--- config.mk ---
export PLATFORM = sky130hd
export DESIGN_NAME = asb_ctrl
export DESIGN_NICKNAME = d
export VERILOG_FILES = /design/src/hdl/asb_pkg.sv /design/src/hdl/asb_count_if.sv /design/src/hdl/asb_ctrl.sv /design/src/hdl/asb_event_counter.sv
export VERILOG_INCLUDE_DIRS = /design/src /design/src/hdl
export SDC_FILE = /design/constraint.sdc
export NUM_CORES = 1
export LEC_CHECK = 0
export BUFFER_PORTS_ARGS = -buffer_cell sky130_fd_sc_hd__buf_4
export CAP_MARGIN = 20
export CORE_UTILIZATION = 45
export CTS_CLUSTER_SIZE = 20
export DETAILED_ROUTE_END_ITERATION = 16
export PLACE_DENSITY = 0.81
export REMOVE_ABC_BUFFERS = 1
export SYNTH_ARGS = -nofsm -noshare
export SYNTH_HDL_FRONTEND = slang
export SYNTH_SLANG_ARGS = --single-unit
--- constraint.sdc ---
create_clock -name clk -period 2.3 [get_ports clk]
set_input_delay 0.575 -clock clk [delete_from_list [all_inputs] [get_ports clk]]
set_output_delay 0.575 -clock clk [all_outputs]
set_load 0.01 [all_outputs]
--- src/hdl/asb_params.svh ---
`ifndef ASB_PARAMS_SVH
`define ASB_PARAMS_SVH

// Register byte offsets on the APB.
`define ASB_OFS_CTRL2 12'h000
`define ASB_OFS_ENABLE 12'h004
`define ASB_OFS_STATUS 12'h008
`define ASB_OFS_IRQ_STAT 12'h00C
`define ASB_OFS_IRQ_CLR 12'h010
`define ASB_OFS_IRQ_EN 12'h014

// Field positions inside the second control register.
`define ASB_REF_HI 15
`define ASB_REF_LO 13
`define ASB_SCAN_BIT 10
`define ASB_CHANNEL_COUNT_SELECT_HI 9
`define ASB_CHANNEL_COUNT_SELECT_LO 8
`define ASB_BUFFER_HALF_STATUS_BIT 7
`define ASB_CONVERSIONS_PER_EVENT_HI 6
`define ASB_CONVERSIONS_PER_EVENT_LO 2
`define ASB_SPLIT_BUFFER_MODE_BIT 1
`define ASB_ALT_BIT 0

// Writable bits of the second control register.
`define ASB_CTRL2_WMASK 16'hE77F
`define ASB_CTRL2_RESET 16'h0000

// Enable register fields.
`define ASB_EN_ON_BIT 0
`define ASB_EN_DMA_BIT 1
`define ASB_EN_RES_BIT 2

// Interrupt status bits.
`define ASB_IRQ_CONV 0
`define ASB_IRQ_DMA 1
`define ASB_IRQ_W 2

`endif

--- src/hdl/asb_pkg.sv ---
package asb_pkg;
  typedef enum logic [2:0] {
    ASB_SEL_CH0 = 3'b001,
    ASB_SEL_CH1 = 3'b010,
    ASB_SEL_CH2 = 3'b100
  } asb_chsel_t;
  typedef logic [15:0] asb_word_t;
endpackage

--- src/hdl/asb_count_if.sv ---
`timescale 1ns/10ps
`default_nettype none
interface asb_count_if;
  logic clear;
  logic conv_done;
  logic [4:0] limit;
  logic hit;
  logic [4:0] count;
  modport ctrl (output clear, output conv_done, output limit, input hit, input count);
  modport counter (input clear, input conv_done, input limit, output hit, output count);
endinterface
`default_nettype wire

--- src/hdl/asb_ctrl.sv ---
// Operation
// - Scan bit steps channel-zero positive inputs
// - 12-bit mode hides channel count, reads zero
// - Channel count picks channels zero..three
// - Status one while second half fills
// - Status zero while first half fills
// - Without DMA, interrupt every N+1, four bits
// - With DMA, address step every N+1, five bits
//
// The address map and the APB register port were left to the implementer.
`timescale 1ns/10ps
`default_nettype none
`include "asb_params.svh"
module asb_ctrl
  import asb_pkg::*;
#(
  parameter int SCAN_W = 16
) (
  input wire logic clk,
  input wire logic rst_b,
  input wire logic psel,
  input wire logic penable,
  input wire logic pwrite,
  input wire logic [11:0] paddr,
  input wire logic [31:0] pwdata,
  output logic [31:0] prdata,
  output logic pready,
  output logic pslverr,
  input wire logic [SCAN_W-1:0] scan_inputs,
  input wire logic conversion_done,
  input wire logic buffer_wrap,
  output logic input_scan_select,
  output logic [3:0] channels_active,
  output logic [2:0] reference_pair_select,
  output logic [4:0] scan_position,
  output logic converter_interrupt,
  output logic dma_address_step,
  output logic irq
);
  asb_word_t ctrl2;
  logic conv_on;
  logic converter_dma_enable;
  logic resolution_select;
  logic buffer_half_status;
  logic [1:0] irq_stat;
  logic [1:0] irq_en;
  logic [4:0] scan_pos;
  logic [4:0] next_scan_pos;
  logic acc_ok;
  logic wr;
  logic rd;
  logic [31:0] next_prdata;

  asb_count_if cif ();

  asb_event_counter u_count (
    .clk(clk),
    .rst_b(rst_b),
    .cnt(cif)
  );

  function automatic logic addr_is(input logic [11:0] a, input logic [11:0] ofs);
    return a == ofs;
  endfunction

  assign acc_ok = psel && penable;
  assign wr = acc_ok && pwrite;
  assign rd = acc_ok && !pwrite;
  assign pready = 1'b1;

  // Unmapped addresses answer with an error; no register changes.
  always_comb begin
    pslverr = 1'b0;
    if (acc_ok) begin
      if (addr_is(paddr, `ASB_OFS_CTRL2)) begin
        pslverr = 1'b0;
      end else if (addr_is(paddr, `ASB_OFS_ENABLE)) begin
        pslverr = 1'b0;
      end else if (addr_is(paddr, `ASB_OFS_STATUS)) begin
        pslverr = 1'b0;
      end else if (addr_is(paddr, `ASB_OFS_IRQ_STAT)) begin
        pslverr = 1'b0;
      end else if (addr_is(paddr, `ASB_OFS_IRQ_CLR)) begin
        pslverr = 1'b0;
      end else if (addr_is(paddr, `ASB_OFS_IRQ_EN)) begin
        pslverr = 1'b0;
      end else begin
        pslverr = 1'b1;
      end
    end
  end

  always_ff @(posedge clk or negedge rst_b) begin
    if (!rst_b) begin
      ctrl2 <= `ASB_CTRL2_RESET;
    end else if (wr && addr_is(paddr, `ASB_OFS_CTRL2)) begin
      ctrl2 <= pwdata[15:0] & `ASB_CTRL2_WMASK;
    end
  end

  always_ff @(posedge clk or negedge rst_b) begin
    if (!rst_b) begin
      conv_on <= 1'b0;
      converter_dma_enable <= 1'b0;
      resolution_select <= 1'b0;
    end else if (wr && addr_is(paddr, `ASB_OFS_ENABLE)) begin
      conv_on <= pwdata[`ASB_EN_ON_BIT];
      converter_dma_enable <= pwdata[`ASB_EN_DMA_BIT];
      resolution_select <= pwdata[`ASB_EN_RES_BIT];
    end
  end

  always_ff @(posedge clk or negedge rst_b) begin
    if (!rst_b) begin
      irq_en <= 2'h0;
    end else if (wr && addr_is(paddr, `ASB_OFS_IRQ_EN)) begin
      irq_en <= pwdata[`ASB_IRQ_W-1:0];
    end
  end

  assign cif.limit = converter_dma_enable ? ctrl2[`ASB_CONVERSIONS_PER_EVENT_HI:`ASB_CONVERSIONS_PER_EVENT_LO]
                                          : {1'b0, ctrl2[`ASB_CONVERSIONS_PER_EVENT_HI-1:`ASB_CONVERSIONS_PER_EVENT_LO]};
  assign cif.conv_done = conv_on && conversion_done;
  assign cif.clear = !conv_on;

  // Event outputs are registered so that consumers see a clean one-cycle pulse.
  always_ff @(posedge clk or negedge rst_b) begin
    if (!rst_b) begin
      converter_interrupt <= 1'b0;
      dma_address_step <= 1'b0;
    end else begin
      converter_interrupt <= cif.hit && !converter_dma_enable;
      dma_address_step <= cif.hit && converter_dma_enable;
    end
  end

  // A new event wins over a simultaneous software clear.
  always_ff @(posedge clk or negedge rst_b) begin
    if (!rst_b) begin
      irq_stat <= 2'h0;
    end else begin
      irq_stat <= (irq_stat & ~((wr && addr_is(paddr, `ASB_OFS_IRQ_CLR))
                                ? pwdata[`ASB_IRQ_W-1:0] : 2'h0))
                  | {cif.hit && converter_dma_enable, cif.hit && !converter_dma_enable};
    end
  end

  assign irq = |(irq_stat & irq_en);

  always_ff @(posedge clk or negedge rst_b) begin
    if (!rst_b) begin
      buffer_half_status <= 1'b0;
    end else if (!conv_on || !ctrl2[`ASB_SPLIT_BUFFER_MODE_BIT]) begin
      buffer_half_status <= 1'b0;
    end else if (buffer_wrap) begin
      buffer_half_status <= !buffer_half_status;
    end
  end

  always_comb begin
    next_scan_pos = scan_pos;
    if (!ctrl2[`ASB_SCAN_BIT] || !conv_on) begin
      next_scan_pos = 5'h0;
    end else if (conversion_done) begin
      next_scan_pos = scan_pos;
      for (int i = SCAN_W - 1; i >= 0; i--) begin
        if (5'(i) > scan_pos && scan_inputs[i]) begin
          next_scan_pos = 5'(i);
        end
      end
      if (next_scan_pos == scan_pos) begin
        for (int i = SCAN_W - 1; i >= 0; i--) begin
          if (scan_inputs[i]) begin
            next_scan_pos = 5'(i);
          end
        end
      end
    end
  end

  always_ff @(posedge clk or negedge rst_b) begin
    if (!rst_b) begin
      scan_pos <= 5'h0;
    end else begin
      scan_pos <= next_scan_pos;
    end
  end

  always_ff @(posedge clk or negedge rst_b) begin
    if (!rst_b) begin
      input_scan_select <= 1'b0;
      reference_pair_select <= 3'h0;
      scan_position <= 5'h0;
      channels_active <= 4'h0;
    end else begin
      input_scan_select <= ctrl2[`ASB_SCAN_BIT];
      reference_pair_select <= ctrl2[`ASB_REF_HI:`ASB_REF_LO];
      scan_position <= next_scan_pos;
      if (resolution_select) begin
        channels_active <= 4'h1;
      end else if (ctrl2[`ASB_CHANNEL_COUNT_SELECT_HI]) begin
        channels_active <= 4'hF;
      end else if (ctrl2[`ASB_CHANNEL_COUNT_SELECT_LO]) begin
        channels_active <= 4'h3;
      end else begin
        channels_active <= 4'h1;
      end
    end
  end

  always_comb begin
    next_prdata = 32'h0000_0000;
    if (addr_is(paddr, `ASB_OFS_CTRL2)) begin
      next_prdata[15:0] = ctrl2;
      if (resolution_select) begin
        next_prdata[`ASB_CHANNEL_COUNT_SELECT_HI:`ASB_CHANNEL_COUNT_SELECT_LO] = 2'h0;
      end
      next_prdata[`ASB_BUFFER_HALF_STATUS_BIT] = buffer_half_status;
    end else if (addr_is(paddr, `ASB_OFS_ENABLE)) begin
      next_prdata[`ASB_EN_ON_BIT] = conv_on;
      next_prdata[`ASB_EN_DMA_BIT] = converter_dma_enable;
      next_prdata[`ASB_EN_RES_BIT] = resolution_select;
    end else if (addr_is(paddr, `ASB_OFS_STATUS)) begin
      next_prdata[4:0] = cif.count;
      next_prdata[12:8] = scan_pos;
    end else if (addr_is(paddr, `ASB_OFS_IRQ_STAT)) begin
      next_prdata[`ASB_IRQ_W-1:0] = irq_stat;
    end else if (addr_is(paddr, `ASB_OFS_IRQ_EN)) begin
      next_prdata[`ASB_IRQ_W-1:0] = irq_en;
    end
  end

  // Read data is captured in the setup cycle so it is stable in the access phase.
  always_ff @(posedge clk or negedge rst_b) begin
    if (!rst_b) begin
      prdata <= 32'h0000_0000;
    end else if (psel && !penable && !pwrite) begin
      prdata <= next_prdata;
    end
  end
endmodule // asb_ctrl
`default_nettype wire

--- src/hdl/asb_event_counter.sv ---
`timescale 1ns/10ps
`default_nettype none
module asb_event_counter
  import asb_pkg::*;
(
  input wire logic clk,
  input wire logic rst_b,
  asb_count_if.counter cnt
);
  logic [4:0] count;

  // Hit fires on the conversion that arrives with the count already at the programmed limit.
  assign cnt.hit = cnt.conv_done && (count == cnt.limit);
  assign cnt.count = count;

  always_ff @(posedge clk or negedge rst_b) begin
    if (!rst_b) begin
      count <= 5'h0;
    end else if (cnt.clear || cnt.hit) begin
      count <= 5'h0;
    end else if (cnt.conv_done) begin
      count <= count + 5'h1;
    end
  end
endmodule // asb_event_counter
`default_nettype wire

==> metrics.md <==
| Metric | Value |
|---|---|
| Run status | `complete, but fails checks` |
| Failing checks | `negative setup slack` |
| Pin count of the biggest net entering global routing | `57` |
| Combinational share of power | `roughly 15%` |
| Async S/R FF share, synth | `100%` |
| Number of port buffers | `80` |
| Crit-path max FO | `7` |
| Dpl cell area | `between 4000 and 5000 um^2` |
| Total negative setup slack | `-1.12 ns` |
| CTS Buf Count | `5` |
| Clock sinks | `56` |
| Mapped Cells | `~350` |
| Antenna diodes | `0` |
| Total congestion overflow | `0` |
| Final Cell Area | `4690 um^2` |
| Clock Root Buffer | `clkbuf_8` |
| RR Startpoint | `scan_position[1]` |
| Type of the tightest min-delay check | `in -> async` |
| Yosys cell types | `between 60 and 70` |
| Vias | `about 3.3k` |
| Switching share of power | `approximately a quarter` |
| Total Routing Usage GR | `between 20% and 30%` |
| DIE WIDTH | `87.9 um` |
| Worst R2R Path Depth | `8` |
| Leak pwr | `approximately 2.3 nW` |
| Vias in the first global route | `2916` |
| Final Hold Viols | `0` |
| Crit path largest cell delay | `0.48 ns` |
| Hold WS | `0.278 ns` |
| H-tree Lvls | `2` |
| Crit path cell chain | `buf_6, a21boi_2, and4b_1, o41a_1, or3_4, a21boi_4, a32oi_1, a221oi_1` |
| Total die area | `between 7000 and 8000 um^2` |
| P per Cell Area | `383 nW/um^2` |
| Post-synth EDFFs | `0` |
| Reg2Reg Capture Point | `scan_position[3]` |
| CP max-delay cell | `dfrtp_2` |
| Mapped Avg Cell Area | `9.41 um^2` |
| Rel. slew slack | `around 55%` |
| First-pass GRT wire length | `between 10 and 15 mm` |
| Skew final | `0.0108 ns` |
| WL per Instance | `15.6 um` |
| # nets final | `556` |
| Pins Over Slew Limit | `0` |
| CP Launch Type | `flip-flop` |
| Drc violations | `0` |
| Clock Path Buffers | `2` |
| Post-route setup slack | `-0.262 ns` |
| Max Cap Violations | `0` |
| Post-synthesis sequential area ratio | `between 40 and 50%` |
| Vias per cell | `5.57` |
| Die height | `87.9 um` |
| Buf/Inv on CP | `1` |
| WS Path Type | `reg -> reg` |
| Power share of the clock group | `29.7%` |
| Max frequency | `0.390 GHz` |
| Drt total wl | `9.15 mm` |
| Hold_buf cts | `0` |
| Worst slew pin tran | `0.677 ns` |
| Top cells by area, synth | `dfrtp_1 42%, mux2_2 5.8%, buf_4 5.0%` |
| Yosys warns | `0` |
| Crit path capture type | `flip-flop` |
| Fillers | `534` |
| Clock transition at path regs | `0.10 ns` |
| Largest area contributor in the netlist | `dfrtp_1` |
| Area delta synth->final | `41.2%` |
| Psw | `0.460 mW` |
| Top-count cell post-synth | `dfrtp_1` |
| Min Tclk post-route | `roughly 2.6 ns` |
| RSZ-0062 raised after global routing | `yes` |
| Final Cycle Share | `111%` |
| Flop pwr share | `54.9%` |
| Initial Utilization | `roughly 48%` |
| Rows | `30` |
| Layout cells sized above 1 | `41.9%` |
| CTS tree | `yes` |
| Skew-Pair Late Insertion Delay | `0.32 ns` |
| WP data required | `2.51 ns` |
| Pre-antenna DRT Iters | `5` |
| Post-Syn Area | `3320 um^2` |
| Initial antenna violation count | `0` |
| P_int | `1.34 mW` |
| Main synth FF type | `dfrtp_1` |
| Total chip power | `1.80 mW` |
| Top delay family on crit path | `compound AO/OA/AOI/OAI gates` |
| Count of final setup violators | `5` |
| Post-DP HPWL | `around 6.7 mm` |
| R2r setup slk | `-0.26 ns` |
| Antenna-violating nets left | `0` |
| Gpl congestion | `0.899` |
| Post-synth top cells | `56 x dfrtp_1, 33 x nand2_1, 29 x nor2_1` |
| CP arrival | `2.77 ns` |
| Number of DRC markers in iteration 0 | `281` |
| Maximum VDD drop | `0.000249 V` |
| Ports | `117` |
| Core area | `6940 um^2` |
| Yosys top cell area share | `42.2%` |
| Number of synthesized register bits | `56` |
cell type report:
class / count / area (um^2) / area share, %
tap: 96 / 120 / 2.56
clock buffer: 5 / 68.8 / 1.47
inverter: 11 / 41.3 / 0.880
multi-input combinational: 269 / 1910 / 40.6
clock inverter: 3 / 21.3 / 0.453
sequential: 56 / 1410 / 30.1
timing repair buffer: 145 / 1120 / 24.0
worst register-to-register path, stage by stage (launching register included):
cell,delay [ns]
dfrtp_2,0.48
buf_6,0.17
a21boi_2,0.16
and4b_1,0.24
o41a_1,0.43
or3_4,0.35
a21boi_4,0.28
a32oi_1,0.11
a221oi_1,0.25
power groups by stage:
stage | logic (mW) | registers [mW] | clock network, mW
finish | 0.276 | 0.986 | 0.534
CTS | 0.262 | 0.987 | 0.547
detailed placement | 0.253 | 1.01 | 0
floorplan | 0.0904 | 1.01 | 0
global placement | 0.248 | 1.01 | 0
global route | 0.300 | 0.987 | 0.582
flip-flops by register name, summed over array words and instances, names as in the netlist, 2 cells and up:
name                   flops
reference_pair_select      3
scan_position              5
ctrl2                     13
channels_active            3
prdata                    16
irq_stat                   2
u_count.cnt.count          5
irq_en                     2
cell families after synthesis:
group | Yosys count | synth area share (%)
fa+ha+maj | 1 | 0.377
xor+xnor | 10 | 2.64
compound gates | 87 | 19.5
other cells | 2 | 0.226
mux | 22 | 7.27
buf+inv | 44 | 7.61
flops | 56 | 42.2
simple gates | 131 | 20.2
per-layer routing:
layer / GRT usage (%) / part of all wire, %
met1: 32.1 / 44
met2: 37.8 / 48
met3: 4.71 / 5.9
met4: 6.41 / 1.5
met5: 0 / 0
how the worst max path moves through the flow:
stage	from	endpoint	slack, ns	cells past startpoint
2_1_floorplan	paddr[7]	ctrl2[0]	-0.70	5
3_3_place_gp	scan_inputs[14]	scan_position[2]	-0.33	9
3_5_place_dp	scan_inputs[14]	scan_position[2]	-0.38	9
4_1_cts	scan_position[4]	scan_position[2]	-0.19	8
5_1_grt	scan_position[1]	scan_position[3]	-0.38	9
6_report	scan_position[1]	scan_position[3]	-0.26	8
cell usage in the layout, fill, tap and decap left out, drive strengths merged, types with 3 or more instances in the layout:
master and instances:
nor3b 4, nor2 29, xor2 7, clkbuf 6, nand2 33, o31ai 8
conb 18, or3 4, nand3 9, nor3 16, nor2b 6, a221oi 3
and2 3, xnor2 3, buf 144, nand4 3, and3b 3, mux2i 5
nand2b 7, mux2 17, a21oi 13, inv 12, o21ai 17, a22o 7
a21o 3, a22oi 3, dfrtp 56, and3 4
metrics by stage:
step                      worst slack [ns]  util [%]  cells
after global placement              -0.333      62.4    570
after detailed placement            -0.376      62.4    570
after CTS                           -0.193      65.9    583
after global routing                -0.378      67.5    585
final                               -0.262      67.5    585
after floorplan                     -0.698         -    336
what timing repair did:
item / CTS / global route
gates resized for setup: 23 / 26
endpoints found under the setup margin: 5 / 6
pin swaps: 8 / 19
buffers inserted: 5 / 2
(Power assumes the default switching activity.)
